==> config.mk <==
export PLATFORM = sky130hd
export DESIGN_NAME = sledi_top
export DESIGN_NICKNAME = d
export VERILOG_FILES = /design/src/logic/sledi_pkg.sv /design/src/logic/sledi_tick.sv /design/src/logic/sledi_top.sv
export SDC_FILE = /design/constraint.sdc
export NUM_CORES = 1
export LEC_CHECK = 0
export BUFFER_PORTS_ARGS = -buffer_cell sky130_fd_sc_hd__buf_2
export CORE_ASPECT_RATIO = 0.7
export CORE_MARGIN = 4
export CORE_UTILIZATION = 40
export CTS_BUF_LIST = sky130_fd_sc_hd__clkbuf_4
export DETAILED_ROUTE_END_ITERATION = 6
export GPL_ROUTABILITY_DRIVEN = 0
export HOLD_SLACK_MARGIN = 0.02
export SYNTH_ARGS = -nofsm -noshare
export SYNTH_HDL_FRONTEND = slang
export SYNTH_SLANG_ARGS = --single-unit
==> constraint.sdc <==
create_clock -name i_clock -period 3.8 [get_ports i_clock]
set_clock_uncertainty 0.05 [all_clocks]
set_input_delay 0.76 -clock i_clock [delete_from_list [all_inputs] [get_ports i_clock]]
set_output_delay 0.76 -clock i_clock [all_outputs]
set_load 0.02 [all_outputs]
==> src/logic/sledi_pkg.sv <==
// Purpose: shared constants for the status indicator block
// Assumes: 100 MHz system clock
// Notes:   blink periods are derived from the clock rate
package sledi_pkg;

  // ---------------------------------------------------------------
  // clock and timing
  // ---------------------------------------------------------------
  localparam int unsigned CLK_HZ        = 100_000_000;
  localparam int unsigned SLOW_HZ       = 1;     // slow blink, cycles per second
  localparam int unsigned FAST_HZ       = 16;    // fast blink, cycles per second
  localparam int unsigned STARTUP_HZ    = 8;     // startup blinks within one second
  localparam int unsigned STARTUP_BLINKS = 8;
  localparam int unsigned PULSE_US      = 20000; // suspend pulse width
  localparam int unsigned FLICK_US      = 20000; // activity off time
  localparam int unsigned US_CYC        = CLK_HZ / 1_000_000;
  localparam int unsigned SEC_CYC       = CLK_HZ;
  localparam int unsigned PULSE_CYC     = PULSE_US * US_CYC;
  localparam int unsigned FLICK_CYC     = FLICK_US * US_CYC;

  // ---------------------------------------------------------------
  // feedback modes and reach tolerance
  // ---------------------------------------------------------------
  typedef enum logic [1:0] {
    SLEDI_FB_NONE,
    SLEDI_FB_ANALOG,
    SLEDI_FB_FREQ
  } sledi_fb_mode_t;

  localparam int unsigned VAL_W    = 16;
  localparam int unsigned DUTY_W   = 11;
  localparam logic [15:0] REACH_TOL = 16'h0014;  // 20 counts

  // ---------------------------------------------------------------
  // register offsets and interrupt bits
  // ---------------------------------------------------------------
  localparam int unsigned ADDR_W     = 4;
  localparam int unsigned DATA_W     = 32;
  localparam logic [3:0]  REG_STATUS = 4'h0;
  localparam logic [3:0]  REG_IRQ_ST = 4'h4;
  localparam logic [3:0]  REG_IRQ_MK = 4'h8;
  localparam int unsigned IRQ_W      = 4;
  localparam int unsigned IRQ_ERR    = 0;  // stopping error appeared
  localparam int unsigned IRQ_CLR    = 1;  // stopping error cleared
  localparam int unsigned IRQ_REACH  = 2;  // desired state reached
  localparam int unsigned IRQ_RECOG  = 3;  // host recognition received
  localparam logic [3:0]  IRQ_MK_RST = 4'h0;

endpackage : sledi_pkg

==> src/logic/sledi_tick.sv <==
// Purpose: free-running tick counter producing square-wave phases
// Assumes: single clock, asynchronous active-low reset
// Notes:   phases are counted from reset or the last i_restart; unrestarted instances share one time base
`timescale 1ns/1ps
module sledi_tick #(
  parameter int unsigned PERIOD = 100
) (
  input  wire logic i_clock,
  input  wire logic i_rst_n,
  input  wire logic i_restart,
  output logic      o_wrap,
  output logic      o_high
);

  localparam int unsigned CW = $clog2(PERIOD + 1);
  localparam logic [CW-1:0] LAST = CW'(PERIOD - 1);
  localparam logic [CW-1:0] HALF = CW'(PERIOD / 2);

  logic [CW-1:0] cnt_r;

  always_ff @(posedge i_clock or negedge i_rst_n) begin
    if (!i_rst_n) begin
      cnt_r <= '0;
    end else if (i_restart || cnt_r == LAST) begin
      cnt_r <= '0;
    end else begin
      cnt_r <= cnt_r + CW'(1);
    end
  end

  assign o_wrap = (cnt_r == LAST);
  assign o_high = (cnt_r < HALF);

endmodule : sledi_tick

==> src/logic/sledi_top.sv <==
// Purpose: drives green, yellow, red indicators and the error line
// Assumes: all status inputs synchronous to i_clock
// Notes:   register port gives status, sticky events and a mask
`timescale 1ns/1ps

// Functional notes
// - USB connected, not yet recognised: green blinks slowly.
// - After recognition green stays on, flickers off on USB traffic.
// - Suspended on USB power: green gives one short pulse per second.
// - Red lit exactly when a stopping error other than awaiting-command exists or startup is in progress.
// - Red indicator and error pin come from the same signal.
// - Error pin low without stopping error or startup, driven high with either.
// - Stopping error keeps yellow off.
// - Awaiting command or zero open-loop duty: yellow blinks at 1 Hz.
// - Running and reached: yellow solid on.
// - Analog or frequency feedback: reached when |target - feedback| <= 20.
// - Open-loop: reached when duty equals duty target.
// - Running, not reached: yellow flashes at 16 Hz.
// - After special reset: red on, eight yellow blinks in a second, motor held.
module sledi_top #(
  parameter int unsigned CLK_HZ     = sledi_pkg::CLK_HZ,
  parameter int unsigned SEC_CYC    = sledi_pkg::SEC_CYC,
  parameter int unsigned PULSE_CYC  = sledi_pkg::PULSE_CYC,
  parameter int unsigned FLICK_CYC  = sledi_pkg::FLICK_CYC
) (
  input  wire logic                          i_clock,
  input  wire logic                          i_rst_n,
  input  wire logic                          i_usb_connected,
  input  wire logic                          i_usb_recognized,
  input  wire logic                          i_usb_activity,
  input  wire logic                          i_usb_suspended,
  input  wire logic                          i_stop_error,
  input  wire logic                          i_awaiting_cmd,
  input  wire logic                          i_motor_on,
  input  wire logic [1:0]                    i_fb_mode,
  input  wire logic [sledi_pkg::VAL_W-1:0]   i_target,
  input  wire logic [sledi_pkg::VAL_W-1:0]   i_scaled_fb,
  input  wire logic [sledi_pkg::DUTY_W-1:0]  i_duty,
  input  wire logic [sledi_pkg::DUTY_W-1:0]  i_duty_target,
  input  wire logic                          i_special_reset,
  input  wire logic [sledi_pkg::ADDR_W-1:0]  i_addr,
  input  wire logic [sledi_pkg::DATA_W-1:0]  i_wdata,
  input  wire logic                          i_wr,
  input  wire logic                          i_rd,
  output logic [sledi_pkg::DATA_W-1:0]       o_rdata,
  output logic                               o_led_green,
  output logic                               o_led_yellow,
  output logic                               o_led_red,
  output logic                               o_err,
  output logic                               o_startup_hold,
  output logic                               o_irq
);

  // ---------------------------------------------------------------
  // derived periods
  // ---------------------------------------------------------------
  // SEC_CYC must divide by 16 and 8, else blink rates drift
  localparam int unsigned FAST_CYC  = SEC_CYC / sledi_pkg::FAST_HZ;
  localparam int unsigned SLOW_CYC  = SEC_CYC / sledi_pkg::SLOW_HZ;
  localparam int unsigned START_CYC = SEC_CYC / sledi_pkg::STARTUP_HZ;
  localparam int unsigned FW        = $clog2(FLICK_CYC + 1);
  localparam int unsigned PW        = $clog2(SEC_CYC + 1);
  localparam logic [FW-1:0] FLICK_LD = FW'(FLICK_CYC);
  localparam logic [PW-1:0] PULSE_LIM = PW'(PULSE_CYC);

  // ---------------------------------------------------------------
  // helpers
  // ---------------------------------------------------------------
  function automatic logic [sledi_pkg::VAL_W-1:0] abs_diff(
    input logic [sledi_pkg::VAL_W-1:0] a,
    input logic [sledi_pkg::VAL_W-1:0] b
  );
    abs_diff = (a >= b) ? (a - b) : (b - a);
  endfunction : abs_diff

  // ---------------------------------------------------------------
  // startup blink sequence
  // ---------------------------------------------------------------
  typedef enum logic [1:0] {
    SLEDI_ST_CAPTURE,
    SLEDI_ST_BLINK,
    SLEDI_ST_RUN
  } sledi_st_t;

  sledi_st_t  st_r;
  logic [3:0] blinks_r;
  logic       start_wrap;
  logic       start_high;

  // reset cause is only valid after release, so it is sampled then
  always_ff @(posedge i_clock or negedge i_rst_n) begin
    if (!i_rst_n) begin
      st_r     <= SLEDI_ST_CAPTURE;
      blinks_r <= 4'h0;
    end else begin
      case (st_r)
        SLEDI_ST_CAPTURE: begin
          blinks_r <= 4'h0;
          st_r     <= i_special_reset ? SLEDI_ST_BLINK : SLEDI_ST_RUN;
        end
        SLEDI_ST_BLINK: begin
          if (start_wrap) begin
            blinks_r <= blinks_r + 4'h1;
            if (blinks_r == 4'(sledi_pkg::STARTUP_BLINKS - 1)) begin
              st_r <= SLEDI_ST_RUN;
            end
          end
        end
        default: begin
          st_r <= SLEDI_ST_RUN;
        end
      endcase
    end
  end

  // motor, commands and inputs stay held until the blinks are done
  logic startup;
  assign startup = (st_r != SLEDI_ST_RUN);

  // ---------------------------------------------------------------
  // tick counters
  // ---------------------------------------------------------------
  logic slow_high;
  logic fast_high;
  logic sec_wrap;

  // never restarted, so slow and fast blinks share one phase
  sledi_tick #(.PERIOD(SLOW_CYC)) u_slow (
    .i_clock   (i_clock),
    .i_rst_n   (i_rst_n),
    .i_restart (1'b0),
    .o_wrap    (sec_wrap),
    .o_high    (slow_high)
  );

  sledi_tick #(.PERIOD(FAST_CYC)) u_fast (
    .i_clock   (i_clock),
    .i_rst_n   (i_rst_n),
    .i_restart (1'b0),
    .o_wrap    (),
    .o_high    (fast_high)
  );

  sledi_tick #(.PERIOD(START_CYC)) u_start (
    .i_clock   (i_clock),
    .i_rst_n   (i_rst_n),
    .i_restart (st_r == SLEDI_ST_CAPTURE),
    .o_wrap    (start_wrap),
    .o_high    (start_high)
  );

  // ---------------------------------------------------------------
  // suspend pulse and activity flicker
  // ---------------------------------------------------------------
  logic [PW-1:0] pulse_cnt_r;
  logic [FW-1:0] flick_r;

  // pulse window is the start of each second of the slow counter
  always_ff @(posedge i_clock or negedge i_rst_n) begin
    if (!i_rst_n) begin
      pulse_cnt_r <= '0;
    end else if (sec_wrap) begin
      pulse_cnt_r <= '0;
    end else if (pulse_cnt_r != PULSE_LIM) begin
      pulse_cnt_r <= pulse_cnt_r + PW'(1);
    end
  end

  // each new activity beat restarts the off time
  always_ff @(posedge i_clock or negedge i_rst_n) begin
    if (!i_rst_n) begin
      flick_r <= '0;
    end else if (i_usb_activity) begin
      flick_r <= FLICK_LD;
    end else if (flick_r != '0) begin
      flick_r <= flick_r - FW'(1);
    end
  end

  // ---------------------------------------------------------------
  // indicator decisions
  // ---------------------------------------------------------------
  logic green_nxt;
  logic yellow_nxt;
  logic red_nxt;
  logic reached;
  logic open_loop;

  always_comb begin
    open_loop = (i_fb_mode == 2'(sledi_pkg::SLEDI_FB_NONE));
    if (open_loop) begin
      reached = (i_duty == i_duty_target);
    end else begin
      // unused mode code falls back to the tolerance test
      reached = (abs_diff(i_target, i_scaled_fb) <= sledi_pkg::REACH_TOL);
    end
  end

  always_comb begin
    // host asleep: suspend outranks the connection state
    if (i_usb_suspended) begin
      green_nxt = (pulse_cnt_r != PULSE_LIM);
    end else if (!i_usb_connected) begin
      green_nxt = 1'b0;
    end else if (!i_usb_recognized) begin
      green_nxt = slow_high;
    end else begin
      green_nxt = (flick_r == '0);
    end
  end

  always_comb begin
    red_nxt = i_stop_error;
    if (startup) begin
      red_nxt    = 1'b1;
      yellow_nxt = (st_r == SLEDI_ST_BLINK) && start_high;
    end else if (i_stop_error) begin
      yellow_nxt = 1'b0;
    end else if (i_awaiting_cmd || (open_loop && i_duty == '0)) begin
      yellow_nxt = slow_high;
    end else if (i_motor_on && reached) begin
      yellow_nxt = 1'b1;
    end else if (i_motor_on) begin
      yellow_nxt = fast_high;
    end else begin
      yellow_nxt = 1'b0;
    end
  end

  // ---------------------------------------------------------------
  // output flops
  // ---------------------------------------------------------------
  // red and error line share red_nxt, so they cannot disagree
  logic err_r;

  always_ff @(posedge i_clock or negedge i_rst_n) begin
    if (!i_rst_n) begin
      o_led_green    <= 1'b0;
      o_led_yellow   <= 1'b0;
      err_r          <= 1'b0;
      o_led_red      <= 1'b0;
      o_err          <= 1'b0;
      o_startup_hold <= 1'b1;
    end else begin
      o_led_green    <= green_nxt;
      o_led_yellow   <= yellow_nxt;
      err_r          <= i_stop_error;
      o_led_red      <= red_nxt;
      o_err          <= red_nxt;
      o_startup_hold <= startup;
    end
  end

  // ---------------------------------------------------------------
  // event status, mask and interrupt
  // ---------------------------------------------------------------
  logic [sledi_pkg::IRQ_W-1:0] irq_st_r;
  logic [sledi_pkg::IRQ_W-1:0] irq_mk_r;
  logic [sledi_pkg::IRQ_W-1:0] ev;
  logic                        reach_r;
  logic                        recog_r;

  always_ff @(posedge i_clock or negedge i_rst_n) begin
    if (!i_rst_n) begin
      reach_r <= 1'b0;
      recog_r <= 1'b0;
    end else begin
      reach_r <= i_motor_on && reached;
      recog_r <= i_usb_recognized;
    end
  end

  always_comb begin
    // events are edges against last cycle's level
    ev                       = '0;
    ev[sledi_pkg::IRQ_ERR]   = i_stop_error && !err_r;
    ev[sledi_pkg::IRQ_CLR]   = !i_stop_error && err_r;
    ev[sledi_pkg::IRQ_REACH] = i_motor_on && reached && !reach_r;
    ev[sledi_pkg::IRQ_RECOG] = i_usb_recognized && !recog_r;
  end

  // a new event wins over a write-one clear in the same cycle
  always_ff @(posedge i_clock or negedge i_rst_n) begin
    if (!i_rst_n) begin
      irq_st_r <= '0;
    end else if (i_wr && i_addr == sledi_pkg::REG_IRQ_ST) begin
      irq_st_r <= (irq_st_r & ~i_wdata[sledi_pkg::IRQ_W-1:0]) | ev;
    end else begin
      irq_st_r <= irq_st_r | ev;
    end
  end

  always_ff @(posedge i_clock or negedge i_rst_n) begin
    if (!i_rst_n) begin
      // closed at reset: no interrupt until software opts in
      irq_mk_r <= sledi_pkg::IRQ_MK_RST;
    end else if (i_wr && i_addr == sledi_pkg::REG_IRQ_MK) begin
      irq_mk_r <= i_wdata[sledi_pkg::IRQ_W-1:0];
    end
  end

  always_ff @(posedge i_clock or negedge i_rst_n) begin
    if (!i_rst_n) begin
      o_irq <= 1'b0;
    end else begin
      o_irq <= |(irq_st_r & irq_mk_r);
    end
  end

  // ---------------------------------------------------------------
  // register read port
  // ---------------------------------------------------------------
  logic [sledi_pkg::DATA_W-1:0] rdata_nxt;

  always_comb begin
    if (i_addr == sledi_pkg::REG_STATUS) begin
      rdata_nxt = {26'h0, o_startup_hold, reached, o_err,
                   o_led_yellow, o_led_green, o_led_red};
    end else if (i_addr == sledi_pkg::REG_IRQ_ST) begin
      rdata_nxt = {28'h0, irq_st_r};
    end else if (i_addr == sledi_pkg::REG_IRQ_MK) begin
      rdata_nxt = {28'h0, irq_mk_r};
    end else begin
      // unmapped offsets read as zero
      rdata_nxt = '0;
    end
  end

  // read data stands for exactly one cycle after the strobe
  always_ff @(posedge i_clock or negedge i_rst_n) begin
    if (!i_rst_n) begin
      o_rdata <= '0;
    end else if (i_rd) begin
      o_rdata <= rdata_nxt;
    end else begin
      o_rdata <= '0;
    end
  end

endmodule : sledi_top

Word-level counts from Yosys, hierarchy flattened --
Cells that the tools add are included.
Storage, ports and cells: bits in registers 176, bits in latches 0, bits in writable memories 0, bits in read-only memories 0, input bits 104, output and inout port bits 38, word-level logic and storage cells 104, memories kept 0
Cells by class: add/sub/neg operators 8, multipliers 0, div/mod/pow operators 0, order comparisons 5, eq/ne operators 12, shift-type cells 0, multiplexer cells 29, bitwise operators 5, reductions and logical operators 27
Operators by type and width (count):
- two-way mux 27 bit | 3
- adder 27 x 1 -> 27 bit, second input constant | 2
- two-way mux 21 bit | 2
- subtractor 16 bit | 2
- equality test 27 bit, second input constant | 1
- less-than comparator 27 x 26 -> 1 bit, second input constant | 1
- inequality test 27 x 21 -> 1 bit, second input constant | 1
- adder 24 x 1 -> 24 bit, second input constant | 1
- equality test 24 bit, second input constant | 1
- less-than comparator 24 x 23 -> 1 bit, second input constant | 1
- two-way mux 24 bit | 1
- adder 23 x 1 -> 23 bit, second input constant | 1
- equality test 23 bit, second input constant | 1
- less-than comparator 23 x 22 -> 1 bit, second input constant | 1
- two-way mux 23 bit | 1
- zero test 21 bit | 1
- nonzero test 21 bit | 1
- subtractor 21 x 1 -> 21 bit, second input constant | 1
- >= comparator 16 bit | 1
- less-or-equal comparator 16 x 5 -> 1 bit, second input constant | 1
- two-way mux 16 bit | 1
- two-way mux 4 bit | 4
- two-way mux 6 bit | 2
- equality test 11 bit | 1
- other kinds (21) | 53

Depth between registers and ports, before layout --
depth after elaboration 9, depth in mapped cells 13, depth with buffers taken out 11

By module --
Synthesis repeated with hierarchy kept, for this count alone.
Second synthesis, totals: cell total of the unflattened synthesis 1122, area, all modules 9902.0 um2
By module, submodules not included:
- sledi_top | times used 1, cells each 696, area an instance 5794.3 um2
- sledi_tick (u_slow) | times used 1, cells each 154, area an instance 1522.7 um2
- sledi_tick (u_start) | times used 1, cells each 137, area an instance 1310.0 um2
- sledi_tick (u_fast) | times used 1, cells each 135, area an instance 1275.0 um2

Worst setup path before layout --
OpenSTA, ideal clock, no wires.
kind input port to flip-flop, start input port i_target[5] (netlist name), end register o_rdata[4] (netlist name), data arrival time 2.903 ns, data required time 3.672 ns, slack 0.769 ns, stages on the path 12, cell sequence inv_1 > ha_1 > buf_2 > a21oi_1 > o21ai_1 > a211oi_2 > o21a_1 > nor2_2 > or4_1 > a21oi_1 > o2111ai_1 > a21oi_1
On the way: word-level cells in the longest chain between the ends 6, elaborated cells on any way between the ends 8, those cells by class add/sub (2); order compare (2); mux (4)
Ends and longest elaborated chain:
- start: declaration | line sledi_top.sv:36 | input wire logic [sledi_pkg::VAL_W-1:0] i_target,
- subtractor 16 bit / >= comparator 16 bit (equally long branches) | line sledi_top.sv:73 | abs_diff = (a >= b) ? (a - b) : (b - a);
- two-way mux 16 bit (*) | line sledi_top.sv:73
- less-or-equal comparator 16 x 5 -> 1 bit (*) | line sledi_top.sv:195 | reached = (abs_diff(i_target, i_scaled_fb) <= sledi_pkg::REACH_TOL);
- two-way mux 1 bit (*) | line sledi_top.sv:191 | if (open_loop) begin
- two-way mux 6 bit (*) | line sledi_top.sv:316 | if (i_addr == sledi_pkg::REG_STATUS) begin
- two-way mux 6 bit (*) | line sledi_top.sv:333 | end else if (i_rd) begin
- end signal: assignment | line sledi_top.sv:334 | o_rdata <= rdata_nxt;
- end: declaration | line sledi_top.sv:45 | output logic [sledi_pkg::DATA_W-1:0] o_rdata,
Every way passes the cells marked *; elsewhere a longest branch is shown, timed or not. A chain may end at the register's enable or synchronous reset.

Worst setup path after layout --
start input port i_target[1] (netlist name), end register o_rdata[4] (netlist name)
Same word-level chain as after synthesis.

==> run metrics <==
status completed; first-pass iteration count of the detailed router 5; RSZ-0062 raised after global routing no; Total Die Area 25500 µm²; CTS Buf Count 17; clk buf depth 2; Post-synth EDFFs 0; Crit. Startpoint i_target[1]; clock sinks 150; fraction of registers with async set/reset 1.00; Syn Area/Cell 8.94 µm²; n_diodes 0; drt total wl 20400 µm; vias per std cell 5.05; worst slew pin tran 1040 ps; Ports 142; DP HPWL between 15000 and 20000 µm; Power Total 3.46 mW; r2r startpoint pulse_cnt_r[0]; CP max stage delay 410 ps; area fraction of the dominant cell type after synthesis 0.406; clk_lat worst skew 560 ps; top cells by count, synth 149 x dfrtp_1, 127 x nor2_1, 73 x nand2_1; Die Ht about 130 µm; DRC viols 0; Netlist cell types 73; Post-Synth Adder-Cell Area 0.0518; Yosys top cell by area dfrtp_1; CP Depth 13; Root Driver clkbuf_4; Crit-path slowest cell o32ai_1; most frequent CP cell a21oi_1; Die Wd 189 µm; crit-path max FO 5; largest net degree at the start of global routing 96; final worst-path cycle share 0.834; Buffers & Inverters on Critical Path 3; multiplexer share of the synthesized area 0.0140; Clock transition at path regs 130 ps; vias in the first global route 6546; crit path cell chain buf_2, inv_1, ha_1, nor2b_1, o21ai_0, o211ai_1, a21oi_1, o21bai_1, xor2_1, o32ai_1, buf_4, o2111ai_1, a21oi_1; post-CTS resize count 0; Setup TNS 0 ps; layout cells sized above 1 0.140; Final Max Slew Viols 0; Layout Nets 1258; Simple-Gate Fraction of Synth Area 0.228; Starting DRT DRC Count roughly 470; Hold Crit Class in -> async; gr usage total 0.162; Post-CTS Setup Bufs 0; top post-synthesis cells by area dfrtp_1 41%, xor2_1 6.9%, nor2_1 5.2%; total number of vias roughly 7300; grt ovf 0; VDD IR-drop max 0.239 mV; crit end category flip-flop; prevailing post-synth register cell dfrtp_1; num rows 46; Setup CP Type in -> reg; post-synthesis compound-gate area fraction 0.119; Crit path max-delay family compound AO/OA/AOI/OAI gates; R2R depth 11; Antenna Violating Nets Remaining 0; Clock H-tree levels 4; Ys Warns 0; wire length per cell 14.1 µm; first-pass GRT wire length 33800 µm; main combinational cell family by area after synthesis simple AND/OR/NAND/NOR gates; CTS tree built; initial antenna violation count 0; minimum clock period 3170 ps; core area 22600 µm²; Post-Syn Instances ~1000; most frequent cell after synthesis dfrtp_1; final setup fails 0; critical path arrival 3600 ps; leakage power around 4.7 nW; Synth-to-Final Area Change 10.9%; Mapped Area 9180 µm²; power density over cell area ~340 nW/µm²; Hold Fails Final Rpt 0; #FFs+latches synth 150; Hold Buf Count CTS 0; fmax 0.316 GHz; PortBufs 87; xor/xnor cell area share of the yosys netlist 0.116; Critical Path RT 4230 ps; CP Launch Type input pin; Slew Limit Headroom 0.303; max-cap check violation count 0; initial core utilization 0.406; sequential area share after synthesis 0.409
## layout by cell type (no fill, tap or decap), types with 43 or more instances in the layout
| cell type | instances |
|---|---|
| a21oi_1 | 58 |
| buf_2 | 86 |
| dfrtp_1 | 149 |
| inv_1 | 60 |
| nand2_1 | 73 |
| nand3_1 | 43 |
| nor2_1 | 126 |
| o21ai_0 | 50 |
| xnor2_1 | 50 |
| xor2_1 | 72 |
## metal layers
metal	wire length, µm	GRT usage	up-vias	share of wire
li1	-	-	3688	-
met1	10900	0.256	3438	0.53
met2	8410	0.224	141	0.41
met3	955	0.0419	13	0.047
met4	163	0.0267	0	0.0080
met5	0	0	-	0
## stage by stage
| step | instances | hold slack (ps) | utilization | area, µm² | setup slack (ps) |
|---|---|---|---|---|---|
| after global placement | 1409 | 382 | 0.437 | 9880 | 187 |
| final | 1441 | 77.6 | 0.450 | 10200 | 631 |
| after detailed placement | 1409 | 376 | 0.437 | 9880 | 225 |
| after CTS | 1441 | 59.8 | 0.450 | 10200 | 825 |
| after floorplan | 1052 | 344 | - | 9280 | 769 |
| after global routing | 1441 | 61.4 | 0.450 | 10200 | 551 |
## cell families (layout without fill, tap and decap cells)
| group | count (synthesis) | in the layout |
|---|---|---|
| AO/OA/AOI/OAI | 177 | 177 |
| XOR/XNOR | 122 | 122 |
| adder cells (fa/ha/maj) | 38 | 38 |
| buffers and inverters | 116 | 193 |
| flip-flops | 150 | 150 |
| multiplexers | 12 | 12 |
| other | 1 | 26 |
| AND/OR/NAND/NOR | 411 | 411 |
## flip-flops by register name, indices dropped and copies added (netlist names), 2 cells and up
| name | flops |
|---|---|
| pulse_cnt_r | 27 |
| blinks_r | 4 |
| flick_r | 21 |
| irq_mk_r | 4 |
| st_r | 2 |
| u_slow.cnt_r | 27 |
| irq_st_r | 4 |
| o_rdata | 6 |
| u_start.cnt_r | 24 |
| u_fast.cnt_r | 23 |
## path summary, 6_finish.rpt
check | endpoint | slack [ps]
setup / recovery | o_rdata[4] | 630
hold / removal | u_fast.cnt_r[18] | 80
setup reg to reg | pulse_cnt_r[26] | 990
hold reg to reg | irq_st_r[3] | 390
max in group asynchronous | u_slow.cnt_r[3] | 2730
min in group i_clock | recog_r | 290
## where the power goes
group	total [mW]	switching (mW)	internal [mW]	leakage (nW)
clock network	1.06	0.598	0.459	0.160
registers	1.75	0.0764	1.67	1.95
logic	0.657	0.387	0.269	2.58
## cell type report
type	count	area, µm²
Clock buffer	17	128
Clock inverter	15	175
Multi-Input combinational cell	786	4950
Inverter	61	229
Sequential cell	150	3750
Timing Repair Buffer	100	552
Fill cell	2206	12400
Tap cell	312	390
No activity file was read; power rests on OpenSTA's default activity.
